$ cat config.mk
export PLATFORM = sky130hd
export DESIGN_NAME = sbi_core
export DESIGN_NICKNAME = d
export VERILOG_FILES = /design/src/hw/sbi_pkg.sv /design/src/hw/sbi_vector.sv /design/src/hw/sbi_core.sv
export SDC_FILE = /design/constraint.sdc
export NUM_CORES = 1
export LEC_CHECK = 0
export BUFFER_PORTS_ARGS = -buffer_cell sky130_fd_sc_hd__buf_4
export CELL_PAD_IN_SITES_DETAIL_PLACEMENT = 1
export CELL_PAD_IN_SITES_GLOBAL_PLACEMENT = 1
export CORE_MARGIN = 1
export CORE_UTILIZATION = 33
export CTS_CLUSTER_SIZE = 14
export DETAILED_ROUTE_END_ITERATION = 8
export PLACE_DENSITY_LB_ADDON = 0.05
export RECOVER_POWER = 50
export SLEW_MARGIN = 0
export SYNTH_ARGS = -nofsm -noshare
export SYNTH_HDL_FRONTEND = slang
export SYNTH_SLANG_ARGS = --single-unit
$ cat constraint.sdc
create_clock -name clk -period 2.5 [get_ports clk]
set_input_delay 0.25 -clock clk [delete_from_list [all_inputs] [get_ports clk]]
set_output_delay 0.25 -clock clk [all_outputs]
set_load 0.005 [all_outputs]
$ cat src/hw/sbi_pkg.sv
// Purpose: Shared constants for the serial buffer and interrupt block.
// Assumes: 16-bit register port addressed by byte.
// Notes:   Offsets of own registers sit in otherwise unused space.
package sbi_pkg;

	// ----------------------------------------------------------------
	// Register offsets
	// ----------------------------------------------------------------
	localparam logic [15:0] SBI_OFS_CTL     = 16'h01C0;
	localparam logic [15:0] SBI_OFS_STAT    = 16'h01C8;
	localparam logic [15:0] SBI_OFS_RXBUF   = 16'h01CC;
	localparam logic [15:0] SBI_OFS_TXBUF   = 16'h01CE;
	localparam logic [15:0] SBI_OFS_IE      = 16'h01EA;
	localparam logic [15:0] SBI_OFS_IFG     = 16'h01EC;
	localparam logic [15:0] SBI_OFS_IV      = 16'h01EE;

	// ----------------------------------------------------------------
	// Field positions
	// ----------------------------------------------------------------
	localparam int SBI_BIT_RX       = 0;
	localparam int SBI_BIT_TX       = 1;
	localparam int SBI_BIT_SEVEN    = 12;
	localparam int SBI_BIT_FE       = 6;
	localparam int SBI_BIT_OE       = 5;

	// ----------------------------------------------------------------
	// Reset and vector values
	// ----------------------------------------------------------------
	localparam logic [15:0] SBI_RST_IFG     = 16'h0002;
	localparam logic [15:0] SBI_RST_ZERO    = 16'h0000;
	localparam logic [15:0] SBI_IV_NONE     = 16'h0000;
	localparam logic [15:0] SBI_IV_RX       = 16'h0002;
	localparam logic [15:0] SBI_IV_TX       = 16'h0004;

	typedef enum logic [1:0] {
		SBI_TX_EMPTY = 2'b00,
		SBI_TX_FULL  = 2'b01
	} sbi_txst_e;

endpackage

$ cat src/hw/sbi_vector.sv
// Purpose: Prioritised interrupt vector from flags and enables.
// Assumes: Purely combinational.
// Notes:   Receive wins over transmit.
`timescale 1ns/10ps
module sbi_vector
	import sbi_pkg::*;
(
	input  wire logic [1:0]  flags,
	input  wire logic [1:0]  enables,
	output logic      [15:0] vector
);

	logic [1:0] pend;

	// [RULE16] enabled flags only
	assign pend = flags & enables;

	always_comb begin
		// [RULE11] receive highest
		if (pend[SBI_BIT_RX]) begin
			vector = SBI_IV_RX;
		// [RULE12] transmit lowest
		end else if (pend[SBI_BIT_TX]) begin
			vector = SBI_IV_TX;
		// [RULE10] none pending
		end else begin
			vector = SBI_IV_NONE;
		end
	end

endmodule

$ cat src/hw/sbi_core.sv
// Purpose: Receive/transmit data buffers, flags, enables and vector.
// Assumes: Shift register logic outside drives rx_load and tx_take.
// Notes:   Register port answers reads one cycle later.
//
// Summary of operation
// [RULE1] Receive buffer low byte holds last character, upper bits read zero.
// [RULE2] Reading receive buffer clears receive flag and error flags.
// [RULE3] In 7-bit mode receive data is right-aligned, top bit zero.
// [RULE4] Transmit buffer holds written low byte until moved to shifter.
// [RULE5] Writing transmit buffer clears transmit-empty flag.
// [RULE6] In 7-bit mode transmit buffer top bit ignored and zero.
// [RULE7] Transmit-empty flag is bit 1, set when buffer empty, resets set.
// [RULE8] Receive-complete flag is bit 0, set on character arrival, resets clear.
// [RULE9] Enable register: bit 1 transmit, bit 0 receive, reset disabled.
// [RULE10] Vector reads 0000h when nothing enabled is pending.
// [RULE11] Vector reads 0002h for receive, highest priority.
// [RULE12] Vector reads 0004h for transmit only, lowest priority.
// [RULE13] Overrun set when new character overwrites unread one, cleared on read.
// [RULE14] Control bit 12 selects 7-bit characters when one.
// [RULE15] Interrupt asserted while any flag and its enable are set.
// [RULE16] Vector reports only enabled flags, computed combinationally.
//
// Decided for this implementation: strobed register access.
`timescale 1ns/10ps
module sbi_core
	import sbi_pkg::*;
(
	input  wire logic        clk,
	input  wire logic        sys_rst,
	input  wire logic [15:0] addr,
	input  wire logic [15:0] wdata,
	input  wire logic        wr,
	input  wire logic        rd,
	output logic      [15:0] rdata,
	input  wire logic        rx_load,
	input  wire logic [7:0]  rx_char,
	input  wire logic        frame_err,
	input  wire logic        tx_take,
	output logic      [7:0]  tx_char,
	output logic             tx_valid,
	output logic             seven_bit_char_select,
	output logic             irq
);

	// ----------------------------------------------------------------
	// State
	// ----------------------------------------------------------------
	logic [7:0]  rx_buffer_reg;
	logic [7:0]  tx_buffer_reg;
	logic [15:0] ctl_reg;
	logic        rx_complete_flag;
	logic        tx_empty_flag;
	logic        rx_irq_enable;
	logic        tx_irq_enable;
	logic        overrun_flag;
	logic        frame_flag;
	logic        unread_reg;
	logic [15:0] irq_vector_value;
	logic [15:0] rdata_next;
	logic        wr_tx;
	logic        rd_rx;
	logic        wr_ifg;
	logic        wr_ie;
	sbi_txst_e   tx_state;

	assign wr_tx  = wr && (addr == SBI_OFS_TXBUF);
	assign wr_ifg = wr && (addr == SBI_OFS_IFG);
	assign wr_ie  = wr && (addr == SBI_OFS_IE);
	assign rd_rx  = rd && (addr == SBI_OFS_RXBUF);

	// [RULE14] character length select
	assign seven_bit_char_select = ctl_reg[SBI_BIT_SEVEN];

	// ----------------------------------------------------------------
	// Control register
	// ----------------------------------------------------------------
	always_ff @(posedge clk or posedge sys_rst) begin
		if (sys_rst) begin
			ctl_reg <= SBI_RST_ZERO;
		end else if (wr && addr == SBI_OFS_CTL) begin
			ctl_reg <= wdata;
		end
	end

	// ----------------------------------------------------------------
	// Receive path
	// ----------------------------------------------------------------
	always_ff @(posedge clk or posedge sys_rst) begin
		if (sys_rst) begin
			rx_buffer_reg <= 8'h00;
		end else if (rx_load) begin
			// [RULE1] [RULE3] store, mask top bit
			rx_buffer_reg <= {rx_char[7] & ~seven_bit_char_select, rx_char[6:0]};
		end
	end

	// A load in the same cycle as a read counts as unread: the set wins.
	always_ff @(posedge clk or posedge sys_rst) begin
		if (sys_rst) begin
			unread_reg <= 1'b0;
		end else if (rx_load) begin
			unread_reg <= 1'b1;
		end else if (rd_rx) begin
			unread_reg <= 1'b0;
		end
	end

	// [RULE13] overrun detect
	always_ff @(posedge clk or posedge sys_rst) begin
		if (sys_rst) begin
			overrun_flag <= 1'b0;
		end else if (rx_load && unread_reg && !rd_rx) begin
			overrun_flag <= 1'b1;
		end else if (rd_rx) begin
			overrun_flag <= 1'b0;
		end
	end

	// [RULE2] errors clear on read
	always_ff @(posedge clk or posedge sys_rst) begin
		if (sys_rst) begin
			frame_flag <= 1'b0;
		end else if (frame_err) begin
			frame_flag <= 1'b1;
		end else if (rd_rx) begin
			frame_flag <= 1'b0;
		end
	end

	// [RULE8] [RULE2] receive flag
	always_ff @(posedge clk or posedge sys_rst) begin
		if (sys_rst) begin
			rx_complete_flag <= 1'b0;
		end else if (rx_load) begin
			rx_complete_flag <= 1'b1;
		end else if (rd_rx) begin
			rx_complete_flag <= 1'b0;
		end else if (wr_ifg) begin
			rx_complete_flag <= wdata[SBI_BIT_RX];
		end
	end

	// ----------------------------------------------------------------
	// Transmit path
	// ----------------------------------------------------------------
	// [RULE4] [RULE6] hold byte
	always_ff @(posedge clk or posedge sys_rst) begin
		if (sys_rst) begin
			tx_buffer_reg <= 8'h00;
		end else if (wr_tx) begin
			tx_buffer_reg <= {wdata[7] & ~seven_bit_char_select, wdata[6:0]};
		end
	end

	// Write wins over a move in the same cycle so the new byte is kept.
	always_ff @(posedge clk or posedge sys_rst) begin
		if (sys_rst) begin
			tx_state <= SBI_TX_EMPTY;
		end else begin
			case (tx_state)
				SBI_TX_EMPTY: begin
					if (wr_tx) begin
						tx_state <= SBI_TX_FULL;
					end
				end
				SBI_TX_FULL: begin
					if (tx_take && !wr_tx) begin
						tx_state <= SBI_TX_EMPTY;
					end
				end
				default: begin
					tx_state <= SBI_TX_EMPTY;
				end
			endcase
		end
	end

	assign tx_valid = (tx_state == SBI_TX_FULL);
	assign tx_char  = tx_buffer_reg;

	// [RULE7] [RULE5] transmit-empty flag
	always_ff @(posedge clk or posedge sys_rst) begin
		if (sys_rst) begin
			tx_empty_flag <= SBI_RST_IFG[SBI_BIT_TX];
		end else if (tx_take && tx_valid && !wr_tx) begin
			tx_empty_flag <= 1'b1;
		end else if (wr_tx) begin
			tx_empty_flag <= 1'b0;
		end else if (wr_ifg) begin
			tx_empty_flag <= wdata[SBI_BIT_TX];
		end
	end

	// ----------------------------------------------------------------
	// Enables, vector and interrupt
	// ----------------------------------------------------------------
	// [RULE9] enable bits
	always_ff @(posedge clk or posedge sys_rst) begin
		if (sys_rst) begin
			rx_irq_enable <= 1'b0;
			tx_irq_enable <= 1'b0;
		end else if (wr_ie) begin
			rx_irq_enable <= wdata[SBI_BIT_RX];
			tx_irq_enable <= wdata[SBI_BIT_TX];
		end
	end

	sbi_vector i_sbi_vector (
		.flags   ({tx_empty_flag, rx_complete_flag}),
		.enables ({tx_irq_enable, rx_irq_enable}),
		.vector  (irq_vector_value)
	);

	// [RULE15] level interrupt
	assign irq = (rx_complete_flag & rx_irq_enable) | (tx_empty_flag & tx_irq_enable);

	// ----------------------------------------------------------------
	// Read port
	// ----------------------------------------------------------------
	always_comb begin
		rdata_next = 16'h0000;
		case (addr)
			SBI_OFS_CTL:   rdata_next = ctl_reg;
			SBI_OFS_STAT: begin
				rdata_next[SBI_BIT_FE] = frame_flag;
				rdata_next[SBI_BIT_OE] = overrun_flag;
			end
			SBI_OFS_RXBUF: rdata_next = {8'h00, rx_buffer_reg};
			SBI_OFS_TXBUF: rdata_next = {8'h00, tx_buffer_reg};
			SBI_OFS_IE:    rdata_next = {14'h0000, tx_irq_enable, rx_irq_enable};
			SBI_OFS_IFG:   rdata_next = {14'h0000, tx_empty_flag, rx_complete_flag};
			SBI_OFS_IV:    rdata_next = irq_vector_value;
			default:       rdata_next = 16'h0000;
		endcase
	end

	always_ff @(posedge clk or posedge sys_rst) begin
		if (sys_rst) begin
			rdata <= 16'h0000;
		end else if (rd) begin
			rdata <= rdata_next;
		end else begin
			rdata <= 16'h0000;
		end
	end

	// ----------------------------------------------------------------
	// Checks
	// ----------------------------------------------------------------
	property p_rx_read_clears;
		@(posedge clk) disable iff (sys_rst)
		(rd_rx && !rx_load) |=> !rx_complete_flag && !overrun_flag;
	endproperty
	a_rx_read_clears: assert property (p_rx_read_clears) else $error("rx read did not clear flags"); // [RULE2]

	property p_rx_seven;
		@(posedge clk) disable iff (sys_rst)
		(rx_load && seven_bit_char_select) |=> rx_buffer_reg[7] == 1'b0;
	endproperty
	a_rx_seven: assert property (p_rx_seven) else $error("rx top bit not cleared"); // [RULE3]

	property p_rx_store;
		@(posedge clk) disable iff (sys_rst)
		rx_load |=> rx_buffer_reg[6:0] == $past(rx_char[6:0]) && rx_complete_flag;
	endproperty
	a_rx_store: assert property (p_rx_store) else $error("rx char not stored"); // [RULE8]

	property p_tx_write;
		@(posedge clk) disable iff (sys_rst)
		wr_tx |=> !tx_empty_flag && tx_valid;
	endproperty
	a_tx_write: assert property (p_tx_write) else $error("tx write did not clear empty"); // [RULE5]

	property p_tx_seven;
		@(posedge clk) disable iff (sys_rst)
		(wr_tx && seven_bit_char_select) |=> tx_char[7] == 1'b0;
	endproperty
	a_tx_seven: assert property (p_tx_seven) else $error("tx top bit kept"); // [RULE6]

	property p_overrun;
		@(posedge clk) disable iff (sys_rst)
		(rx_load && unread_reg && !rd_rx) |=> overrun_flag;
	endproperty
	a_overrun: assert property (p_overrun) else $error("overrun missed"); // [RULE13]

	property p_vec_prio;
		@(posedge clk) disable iff (sys_rst)
		(rx_complete_flag && rx_irq_enable) |-> irq_vector_value == SBI_IV_RX && irq;
	endproperty
	a_vec_prio: assert property (p_vec_prio) else $error("rx vector wrong"); // [RULE11]

	property p_vec_none;
		@(posedge clk) disable iff (sys_rst)
		!irq |-> irq_vector_value == SBI_IV_NONE;
	endproperty
	a_vec_none: assert property (p_vec_none) else $error("vector not zero"); // [RULE10]

	property p_vec_tx;
		@(posedge clk) disable iff (sys_rst)
		(irq && !(rx_complete_flag && rx_irq_enable)) |-> irq_vector_value == SBI_IV_TX;
	endproperty
	a_vec_tx: assert property (p_vec_tx) else $error("tx vector wrong"); // [RULE12]

	property p_tx_take;
		@(posedge clk) disable iff (sys_rst)
		(tx_take && tx_valid && !wr_tx) |=> tx_empty_flag && !tx_valid;
	endproperty
	a_tx_take: assert property (p_tx_take) else $error("tx move not flagged"); // [RULE7]

	property p_rx_read_data;
		@(posedge clk) disable iff (sys_rst)
		rd_rx |=> rdata == {8'h00, $past(rx_buffer_reg)};
	endproperty
	a_rx_read_data: assert property (p_rx_read_data) else $error("rx buffer read wrong"); // [RULE1]

	property p_frame_clear;
		@(posedge clk) disable iff (sys_rst)
		(rd_rx && !frame_err) |=> !frame_flag;
	endproperty
	a_frame_clear: assert property (p_frame_clear) else $error("frame error not cleared"); // [RULE2]

	property p_tx_hold;
		@(posedge clk) disable iff (sys_rst)
		(tx_valid && !wr_tx) |=> $stable(tx_char);
	endproperty
	a_tx_hold: assert property (p_tx_hold) else $error("tx byte changed while held"); // [RULE4]

	property p_ie_write;
		@(posedge clk) disable iff (sys_rst)
		wr_ie |=> rx_irq_enable == $past(wdata[SBI_BIT_RX]) && tx_irq_enable == $past(wdata[SBI_BIT_TX]);
	endproperty
	a_ie_write: assert property (p_ie_write) else $error("enable write lost"); // [RULE9]

	property p_seven_sel;
		@(posedge clk) disable iff (sys_rst)
		(wr && addr == SBI_OFS_CTL) |=> seven_bit_char_select == $past(wdata[SBI_BIT_SEVEN]);
	endproperty
	a_seven_sel: assert property (p_seven_sel) else $error("length select wrong"); // [RULE14]

	property p_irq_tx;
		@(posedge clk) disable iff (sys_rst)
		(tx_empty_flag && tx_irq_enable) |-> irq;
	endproperty
	a_irq_tx: assert property (p_irq_tx) else $error("tx interrupt missing"); // [RULE15]

	property p_vec_masked;
		@(posedge clk) disable iff (sys_rst)
		(!rx_irq_enable && !tx_irq_enable) |-> irq_vector_value == SBI_IV_NONE && !irq;
	endproperty
	a_vec_masked: assert property (p_vec_masked) else $error("masked source reported"); // [RULE16]

endmodule

---- Word-level counts from Yosys, hierarchy flattened ----
Index checks and enable logic that the tools add are counted.
word-level totals
  output and inout bits ................... 27
  flip-flop bits (word level) ............. 57
  word-level logic and storage cells ...... 67
operators by class
  reduce and logical (&&, ||, !) cells .... 19
  bitwise gates (word level) .............. 7
  muxes and demuxes ....................... 19
  equality and inequality tests ........... 10
operator list
  kind                                                                      count
  16-bit by 9-bit == test with 1-bit output (second input constant)         7
  9-bit one-hot mux with 4 select lines                                     1
  16-bit two-way mux                                                        2
  5-bit one-hot mux with 6 select lines                                     1
  1-bit logical AND                                                         10
  1-bit two-way mux                                                         10
  2-bit one-hot mux with 5 select lines                                     1
  2-bit nonzero test                                                        3
  3-bit nonzero test                                                        2
  1-bit bitwise AND                                                         4
  2-bit two-way mux                                                         2
  2-bit one-hot mux with 2 select lines                                     1
  3-bit two-way mux                                                         1
  2-bit bitwise AND                                                         1
  2-bit by 1-bit == test with 1-bit output (second input constant)          1
  1-bit logical NOT                                                         2
  2-bit logical NOT                                                         1
  2-bit by 1-bit inequality test with 1-bit output (second input constant)  1
  2-bit inequality test (second input constant)                             1
  2-bit AND reduction                                                       1
  1-bit inverter                                                            1
  1-bit bitwise OR                                                          1

---- Depth between registers and ports, before layout ----
Gate-level depths: netlist of run 1.
  word-level depth ........................ 6
  depth in mapped cells ................... 6

---- By module ----
Synthesis of run 1 repeated with hierarchy kept, for this count alone.
second synthesis, totals
  cell total of the unflattened synthesis .. 225
  area total of the unflattened synthesis .. 2696.3 um^2
by module, submodules not included
  module      times used  seq. area each (um^2)  cells an instance  area an instance (um^2)
  sbi_core    1           1402.6                 207                2568.7
  sbi_vector  1           0.0                    18                 127.6

---- Least setup slack after synthesis of run 1 ----
OpenSTA, ideal clock, no wires.
  kind .................................... input -> register
  from .................................... in addr[11]
  to ...................................... reg ctl_reg[0]
  stages .................................. 6
  data arrival time ....................... 1965 ps
  path slack .............................. 410 ps
  library setup time ...................... 125 ps
  path buffers ............................ 2
  path through ............................ or4b_1 > buf_4 > nor4_4 > nand2_4 > buf_6 > mux2_4
on the way
  longest elaborated chain between the ends .. 2
RTL lines
  element                                    line            RTL
  start, declared                            sbi_core.sv:30  input wire logic [15:0] addr,
  16-bit by 9-bit == test with 1-bit output  sbi_core.sv:80  end else if (wr && addr == SBI_OFS_CTL) begin
  1-bit logical AND                          sbi_core.sv:80
  end signal, assigned                       sbi_core.sv:81  ctl_reg <= wdata;
  end, declared                              sbi_core.sv:50  logic [15:0] ctl_reg;
Every way passes these cells.
A chain may end at the register's enable or synchronous reset.

---- Worst setup path in the final report of run 1 ----
  from .................................... in addr[11]
  to ...................................... reg rx_irq_enable
on the way
  longest elaborated chain between the ends .. 2
RTL lines
  element                                    line             RTL
  16-bit by 9-bit == test with 1-bit output  sbi_core.sv:68   assign wr_ie = wr && (addr == SBI_OFS_IE);
  1-bit logical AND                          sbi_core.sv:68
  end signal, assigned                       sbi_core.sv:203  rx_irq_enable <= wdata[SBI_BIT_RX];
  end, declared                              sbi_core.sv:53   logic rx_irq_enable;
Every way passes these cells.

==> results.md, run 1 <==
* CP cell instances: buf_4, or4b_1, or2_2, nor4_1, mux2_2
* Starting Density at 0.344
* Fraction of layout cells with a size suffix above 1 at 0.483
* Async S/R FF share, synth at 1.00
* Post-Layout Cell Count at 370
* Avg Cell Area, Syn at 13.1 um^2
* Post-synth top cells: 55 x dfrtp_1, 25 x mux2_2, 10 x mux2_4
* Routing usage on met1 at 0.248
* DRC Markers at 0
* Total power at ~1.6 mW
* Worst Skew at 0.00727 ns
* Setup CP Type: primary input to flip-flop
* Vias in the first global route at approximately 1,800
* HP Class: primary input to flip-flop
* GRT met3 Usage at 0.0277
* Status: finished clean
* Final hold violation count at 0
* Period utilization at 0.810
* WP buf/inv at 1
* Synth Net Count at between 200 and 250
* Synth top area share at 0.546
* Leak at between 1.5 and 2 nW
* Port bufs at 73
* Initial DRT Pass Iterations at 4
* Unrepaired setup endpoints after global routing: false
* Pre-CTS setup slack at ~0.14 ns
* Final setup TNS at 0 ns
* Detail Route Antenna Nets at 0
* Fin util at 0.447
* Max IR drop VDD at roughly 220 uV
* Die X at approximately 89 um
* Final-stage net count at roughly 320
* First-pass GRT wire length at roughly 10,000 um
* Site Rows at 31
* Arrival time worst endpoint at about 2.2 ns
* DP Wirelength at ~4500 um
* Core Footprint at 0.00733 mm^2
* Number of I/O pins at 74
* Crit end category: flip-flop
* Final Instance Area at roughly 0.0033 mm^2
* Fmax at around 490 MHz
* Critical Path Start Type: primary input
* Fin Hold WS at 0.112 ns
* Commonest register cell after synthesis: dfrtp_1
* Grt peak-use layer: met2
* Dpl cells at 362
* GRT Total Usage at 0.173
* Post-synth EDFFs at 0
* Critical Path Max Stage Delay at a little under 0.7 ns
* CTS Hold Bufs at 0
* CTS tree: built
* Max Root-Sink Buffers at 2
* Worst path top cell family by delay: simple AND/OR/NAND/NOR gates
* Htree depth at 2
* Synth-to-layout area growth at 30.0%
* DR iter-0 viols at 96
* Synth area leaders: dfrtp_1 55%, mux2_2 11%, mux2_4 6.0%
* Worst-path clk slew at ~0.10 ns
* Largest net degree at the start of global routing at 32
* Power Density at approximately 480 mW/mm^2
* Worst-margin pin slew at 0.984 ns
* Seq/Total Area, Yosys at 0.557
* Fillers at a little under 800
* Final setup fails at 0
* CP Data Required Time at 2.70 ns
* Clock Latency Late Sink at between 0.3 and 0.4 ns
* Cell Area, Placed at 0.00320 mm^2
* GPL Wtd Cong at roughly 0.75
* Drt via density at between 5 and 6
* Root buf cell: clkbuf_8
* Met2 Use GR at 0.270
* Worst-path maximum fanout at 7
* Fin. max-slew vios at 0
* CTS resizes at 0
* Die area at about 0.0080 mm^2
* Number of diodes at 0
* Via count at between 1,500 and 2,000
* Ys Warns at 0
* Drt total wl at 6370 um
* Congestion Overflow GR at 0
* Count leader, synth: dfrtp_1
* Die height at a little under 90 um
* Synth area leader: dfrtp_1
* Post-Syn Instances at around 190
* Setup bufs post-CTS at 0
* Setup ws final at 0.475 ns
* Clock Sinks at 56
* Final Critical Period at about 2.0 ns
* CP max stage cell: or4b_1
* Average wire per standard cell at approximately 17 um
* Initial antenna violation count at 0
* MaxCap Viol Count at 0
* Synth Register Bits at between 50 and 60
* Synth unique cells at 40
* CTS Buf Count at 5
* Worst slew margin at 0.343
* Synthesized cell area at 0.00252 mm^2
## cells by family (layout without fill, tap and decap cells)
family,count (synthesis),in the layout,share of synthesized area
flip-flops,56,56,0.557
AO/OA/AOI/OAI,29,29,0.0819
buffers and inverters,17,95,0.0328
multiplexers,37,37,0.179
AND/OR/NAND/NOR,54,54,0.149
## final cells by class
type / instances / area, um^2 / area share
Timing Repair Buffer: 80 / 598 / 0.183
Clock buffer: 5 / 68.8 / 0.0210
Multi-Input combinational cell: 120 / 1030 / 0.316
Tap cell: 99 / 124 / 0.0378
Sequential cell: 56 / 1400 / 0.428
Inverter: 7 / 26.3 / 0.00802
Clock inverter: 3 / 21.3 / 0.00649
## power by group
group / internal, mW / total (mW) / switching [mW]
sequential: 0.921 / 0.930 / 0.00886
combinational: 0.0719 / 0.138 / 0.0665
clock: 0.200 / 0.508 / 0.308
## worst paths after layout
kind	cells after the start	to	startpoint	slack [ns]
max	5	rx_irq_enable	addr[11]	0.47
min	2	frame_flag	frame_err	0.11
max reg2reg	3	rdata[6]	rx_buffer_reg[6]	1.32
min reg2reg	1	frame_flag	frame_flag	0.49
max in group asynchronous	3	rx_buffer_reg[5]	sys_rst	1.03
min in group asynchronous	2	rdata[9]	sys_rst	0.15
## worst register-to-register path: cells and delay by family, from the launching register on
family	cells	cell delay, ns
flops	1	0.40
compound gates	1	0.33
mux	1	0.26
simple gates	1	0.08
## cell usage in the layout (no fill, tap or decap), types with 2 or more instances in the layout
cell type  instances
buf_4             73
nand4b_1           3
mux2i_1            2
nand3b_1           5
a32oi_1            2
nand3_1            4
mux2_4            10
nor4_1             6
clkbuf_4           6
a31oi_1            2
nor2b_1            3
nor4_4             2
a22oi_1            2
dfrtp_1           55
nor2_1             6
a21oi_1            5
a21o_1             2
o21ai_0            6
mux2_2            25
nand2_1            6
inv_1              7
clkbuf_8           5
and3_1             8
a21boi_0           2
a222oi_1           6
## per-layer routing
metal | share of wire | wire length [um]
met1 | 0.47 | 2970
met2 | 0.49 | 3140
met3 | 0.030 | 189
met4 | 0.011 | 72
met5 | 0 | 0
Note: power is estimated with default switching activity, not from simulation.
==> inputs of run 2 (changes only) <==
- ABC_AREA: unset -> 1
- clock period: 2.5 -> 2 ns (I/O delays scaled with it)
==> run 2 against run 1 <==
Against the previous run:
- wire length rose by 2.2%
- count of clock-buffer cells in the layout unchanged
- sequential power is 25% higher
- power increased by 26%
- combinational power grew 17%
- clock skew grew 0.0062 ns
- die area grew 1.7%
- critical path depth grew 3
- largest cell class unchanged
- largest power group unchanged
==> results.md, run 2 <==
* Total power at 1.99 mW (+26%)
* Number of diodes at 0 (unchanged)
* CP max stage cell: nor2_8
* Setup bufs post-CTS at 0 (unchanged)
* Max IR drop VDD at 293 uV (+36%)
* Htree depth at 2 (unchanged)
* Worst slew margin at 0.408 (+0.0648)
* Switching power at 501 uW (+31%)
* Final setup fails at 0 (unchanged)
* Site Rows at 31 (unchanged)
* Synth Register Bits at 56 (unchanged)
* Avg Cell Area, Syn at 8.40 um^2 (-36%)
* Async S/R FF share, synth at 1.00 (unchanged)
* Average wire per standard cell at 13.5 um (-22%)
* Die area at 0.00812 mm^2 (+1.7%)
* Fin. max-slew vios at 0 (unchanged)
* Most frequent cells in the layout: 98 x nand2_1, 55 x dfrtp_1, 48 x buf_4
* MaxCap Viol Count at 0 (unchanged)
* Final-stage net count at 429 (+35%)
* Synth unique cells at 26 (-35%)
* CP cell instances: clkbuf_4, nor2_1, nand2_1, nor2_8, nand2_1, nor2_8, nand2_1, o21a_1
* Via count at 2,188 (+17%)
* Starting Density at 0.348 (+0.00396)
* Die X at 90.1 um (+0.82%)
* GRT Total Usage at 0.173 (about the same)
* GPL Wtd Cong at 0.806 (+6.8%)
* Fraction of layout cells with a size suffix above 1 at 0.258 (-0.225)
* Synth top area share at 0.537 (-0.00907)
* CTS tree: built
* Fin Hold WS at 0.0526 ns (-0.0590 ns)
* Pre-CTS setup slack at 0.414 ns (+0.270 ns)
* Critical Path Start Type: primary input
* Status: finished clean
* Largest net degree at the start of global routing at 36 (+13%)
* Period utilization at 0.711
* DR iter-0 viols at 70 (-27%)
* Internal at 1.48 mW (+24%)
* Sw frac at 0.252 (+0.00899)
* Drt via density at 4.54 (-10%)
* Count leader, synth: nand2_1
* DP Wirelength at 4990 um (+11%)
* CP Data Required Time at 2.23 ns (-0.47 ns)
* Synth-to-layout area growth at 28.4%
* Leak at 1.81 nW (+11%)
* Max Root-Sink Buffers at 2 (unchanged)
* Gate power share at 0.082 (-0.006)
* Worst-path clk slew at 0.11 ns (about the same)
* Die height at 90.1 um (+0.82%)
* Worst-margin pin slew at 0.887 ns (-0.0971 ns)
* Initial antenna violation count at 0 (unchanged)
* Crit-path most repeated cell: nand2_1
* Synth Net Count at 352 (+47%)
* CTS Buf Count at 5 (unchanged)
* Seq/Total Area, Yosys at 0.547 (-0.00924)
* Dpl cells at 473 (+31%)
* Synth area leader: dfrtp_1
* Initial DRT Pass Iterations at 4 (unchanged)
* Post-Syn Instances at 305 (+58%)
* First-pass GRT wire length at 11,000 um (+9.6%)
* HP Class: primary input to flip-flop
* Commonest non-fill, non-tap cell in the layout: nand2_1
* Clock Sinks at 56 (unchanged)
* Post-synth top cells: 95 x nand2_1, 55 x dfrtp_1, 38 x nor2_1
* Number of I/O pins at 74 (unchanged)
* Drt total wl at 6510 um (+2.2%)
* Vias in the first global route at 2,319 (+26%)
* Congestion Overflow GR at 0 (unchanged)
* Setup CP Type: primary input to flip-flop
* Ys Warns at 0 (unchanged)
* Share of power burned in registers at 0.585 (-0.005)
* Core Footprint at 0.00737 mm^2 (+0.53%)
* Fmax at between 700 and 800 MHz
* Port bufs at 73 (unchanged)
* Synth area leaders: dfrtp_1 54%, nand2_1 14%, nor2_1 5.6%
* Final hold violation count at 0 (unchanged)
* Setup ws final at 0.577 ns (+0.103 ns)
* Clock Latency Late Sink at 0.33 ns (+0.02 ns)
* Final Critical Period at roughly 1.4 ns
* Post-Layout Cell Count at 482 (+30%)
* Power Density at 604 mW/mm^2 (+25%)
* Unrepaired setup endpoints after global routing: false
* Crit end category: flip-flop
* DRC Markers at 0 (unchanged)
* Worst Skew at 0.0135 ns (+0.00620 ns)
* Critical Path Max Stage Delay at 0.39 ns (-0.29 ns)
* Detail Route Antenna Nets at 0 (unchanged)
* Clock power share at 0.333 (+0.011)
* Root buf cell: clkbuf_8
* CTS resizes at 0 (unchanged)
* Synthesized cell area at 0.00256 mm^2 (+1.7%)
* Commonest register cell after synthesis: dfrtp_1
* Post-synth EDFFs at 0 (unchanged)
* Final setup TNS at 0 ns (unchanged)
* Arrival time worst endpoint at 1.66 ns (-0.57 ns)
* Worst-path maximum fanout at 30 (+23)
run 2: layer usage:
layer,routed length (um),global-route usage,vias to the layer above
met5,0,0,-
met4,89,0.0565,0
met3,275,0.0372,8
met2,3100,0.288,44
met1,3050,0.225,1043
li1,-,-,1093
run 2: worst max-delay path, delay by kind of cell:
family                 cells  cell delay, ns
buffers and inverters      1            0.11
AO/OA/AOI/OAI              1            0.11
AND/OR/NAND/NOR            6            1.23
run 2: area by class of cell:
class,instances,area [um^2]
fillers,905,4080
repair buffers,76,578
clock inverters,3,25.0
well taps,99,124
inverters,37,140
multi-input cells,206,951
flip-flops and latches,56,1400
clock buffers,5,68.8
run 2: worst paths after layout:
kind | from | to | slack [ns] | cells after the start
min in group asynchronous | sys_rst | tx_state[0] | 0.60 | 3
worst max register to register | tx_empty_flag | rdata[2] | 0.79 | 6
worst max-delay path | addr[13] | ctl_reg[1] | 0.58 | 8
max in group asynchronous | sys_rst | rx_buffer_reg[0] | 0.70 | 4
worst min-delay path | tx_take | tx_state[0] | 0.05 | 2
worst min register to register | unread_reg | unread_reg | 0.49 | 2
run 2: metrics by stage:
stage | utilization | area (um^2)
floorplan | - | 2560
global placement | 0.435 | 3210
detailed placement | 0.435 | 3210
CTS | 0.449 | 3310
global route | 0.446 | 3290
finish | 0.446 | 3290
run 2: timing repair:
item	CTS	global route
hold buffers	1	0
endpoints found under the setup margin	0	0
hold endpoints to repair	20	0
run 2: kinds of logic (layout without fill, tap and decap cells):
kind of cell	after synthesis	after routing	share of synthesized area
buffers and inverters	43	121	0.0767
AO/OA/AOI/OAI	31	31	0.0674
AND/OR/NAND/NOR	175	175	0.309
flip-flops	56	56	0.547
run 2: power by group through the flow:
stage	combinational (mW)	sequential, mW	clock [mW]
after CTS	0.170	1.16	0.686
after global routing	0.183	1.17	0.720
after floorplan	0.0618	1.18	0
after detailed placement	0.167	1.18	0
after global placement	0.165	1.18	0
final	0.162	1.16	0.662
==> inputs of run 3 (changes only) <==
- clock period: 2 -> 1.25 ns (I/O delays scaled with it)
==> run 3 against run 2 <==
Against the previous run:
- critical endpoint is now irq
- worst setup slack worse by 0.54 ns
- via count up 4.8%
- non-clock buffer count up 24
- largest cell class unchanged
==> results.md, run 3 (synthesized netlist as in run 2, its figures left out) <==
* Setup CP Type: flip-flop to primary output
* Via count at 2,293 (+4.8%)
* Worst-path maximum fanout at 2 (-93%)
* Synth-to-layout area growth at 36.5%
* Initial DRT Pass Iterations at 4 (unchanged)
* CTS tree: built
* Initial antenna violation count at 0 (unchanged)
* Fin Hold WS at 0.00769 ns (-0.0449 ns)
* CP cell instances: nand2_2, nand2_2, buf_6
* DRC Markers at 0 (unchanged)
* Largest net degree at the start of global routing at 20 (-44%)
* Max IR drop VDD at 373 uV (+27%)
* Drt via density at 4.53 (-0.17%)
* Commonest non-fill, non-tap cell in the layout: nand2_1
* GPL Wtd Cong at 0.819 (+1.7%)
* Fmax at just over 800 MHz
* Fin. max-slew vios at 0 (unchanged)
* Most frequent cells in the layout: 93 x nand2_1, 83 x buf_4, 55 x dfrtp_1
* Die area at 0.00812 mm^2 (unchanged)
* Total power at 3.21 mW (+62%)
* Detail Route Antenna Nets at 0 (unchanged)
* CP Data Required Time at 1.12 ns (-1.11 ns)
* Crit end category: primary output
* Power Density at 917 mW/mm^2 (+52%)
* Number of I/O pins at 74 (unchanged)
* Congestion Overflow GR at 0 (unchanged)
* Fraction of layout cells with a size suffix above 1 at 0.312 (+0.0536)
* DP Wirelength at 5560 um (+11%)
* Max Root-Sink Buffers at 2 (unchanged)
* Average wire per standard cell at 13.9 um (+2.7%)
* Period utilization at 0.973
* Site Rows at 31 (unchanged)
* Clock Sinks at 56 (unchanged)
* Die X at 90.1 um (unchanged)
* Critical Path Start Type: flip-flop
* Starting Density at 0.348 (unchanged)
* Number of diodes at 0 (unchanged)
* GRT Total Usage at 0.188 (+0.0150)
* Final-stage net count at 453 (+5.6%)
* Drt total wl at 7030 um (+7.9%)
* Vias in the first global route at 2,465 (+6.3%)
* Critical Path Max Stage Delay at 0.56 ns (+0.17 ns)
* Worst slew margin at 0.597 (+0.189)
* Final setup fails at 0 (unchanged)
* Port bufs at 73 (unchanged)
* Worst-margin pin slew at 0.601 ns (-0.286 ns)
* Die height at 90.1 um (unchanged)
* Clock Latency Late Sink at 0.32 ns (about the same)
* CTS Buf Count at 5 (unchanged)
* First-pass GRT wire length at 12,000 um (+8.9%)
* Core Footprint at 0.00737 mm^2 (unchanged)
* Status: finished clean
* Root buf cell: clkbuf_8
* Worst Skew at 0.0104 ns (-0.00305 ns)
* Final hold violation count at 0 (unchanged)
* Crit-path most repeated cell: nand2_2
* Htree depth at 2 (unchanged)
* Final Critical Period at around 1.2 ns
* Worst-path clk slew at 0.11 ns (about the same)
* Unrepaired setup endpoints after global routing: true
* MaxCap Viol Count at 0 (unchanged)
* Arrival time worst endpoint at 1.09 ns (-0.57 ns)
* Leak at 1.95 nW (+7.9%)
* DR iter-0 viols at 86 (+23%)
* HP Class: primary input to flip-flop
* CP max stage cell: dfstp_2
==> run 3: changes by cell type in the layout (fill, tap and decap cells not counted), moves of 2 or more <==
cell / before / now
nand2_1: 98 / 93
dlygate4sd3_1: 1 / 6
nand2_2: 3 / 7
clkbuf_1: 2 / 0
inv_1: 34 / 32
buf_4: 48 / 83
clkbuf_4: 24 / 9
==> run 3: path summary, 6_finish.rpt <==
check / from / end / slack [ns] / depth (start not counted)
max in group asynchronous: sys_rst / rx_buffer_reg[4] / 0.17 / 4
worst min register to register: unread_reg / unread_reg / 0.48 / 2
worst min-delay path: rx_char[0] / rx_buffer_reg[0] / 0.008 / 3
worst max-delay path: tx_empty_flag / irq / 0.03 / 3
min in group asynchronous: sys_rst / tx_char[2] / 0.38 / 3
worst max register to register: tx_empty_flag / rdata[2] / 0.11 / 6
==> run 3: cell type report <==
class,count,area [um^2]
multi-input cells,206,968
repair buffers,100,767
clock inverters,3,26.3
inverters,37,141
flip-flops and latches,56,1400
well taps,99,124
clock buffers,5,68.8
fillers,917,3870
==> run 3: routing by layer <==
layer  GRT usage  wire length (um)
met2       0.308              3360
met4      0.0524                85
met5           0                 0
met1       0.254              3290
met3      0.0372               295
==> run 3: where the power goes <==
part | internal, mW | switching (mW) | leakage, nW | total, mW
Clock | 0.414 | 0.643 | 0.0491 | 1.06
Combinational | 0.149 | 0.142 | 1.23 | 0.291
Sequential | 1.84 | 0.0206 | 0.675 | 1.86
Total | 2.40 | 0.806 | 1.95 | 3.21
==> run 3: metrics by stage <==
step                       util  TNS, ns  cell area (um^2)  cells  worst slack (ns)
after floorplan               -        0              2570    305             0.125
after global placement    0.457    -1.97              3360    492            -0.121
after detailed placement  0.457    -2.68              3360    492            -0.141
after CTS                 0.478        0              3520    506          0.000328
after global routing      0.475  -0.0144              3500    506           -0.0144
final                     0.475        0              3500    506            0.0343
==> run 3: repair_timing <==
action | in CTS | in global routing
pin swaps | 1 | 0
setup buffers | 0 | 0
gates resized for setup | 1 | 2
hold buffers | 6 | 0
endpoints found under the hold margin | 14 | 0
endpoints found under the setup margin | 1 | 1
==> run 3: critical path: cells and delay by family (launching register included) <==
kind / cells / cell delay (ns)
and+or+nand+nor: 2 / 0.13
buffers and inverters: 1 / 0.09
DFF: 1 / 0.56
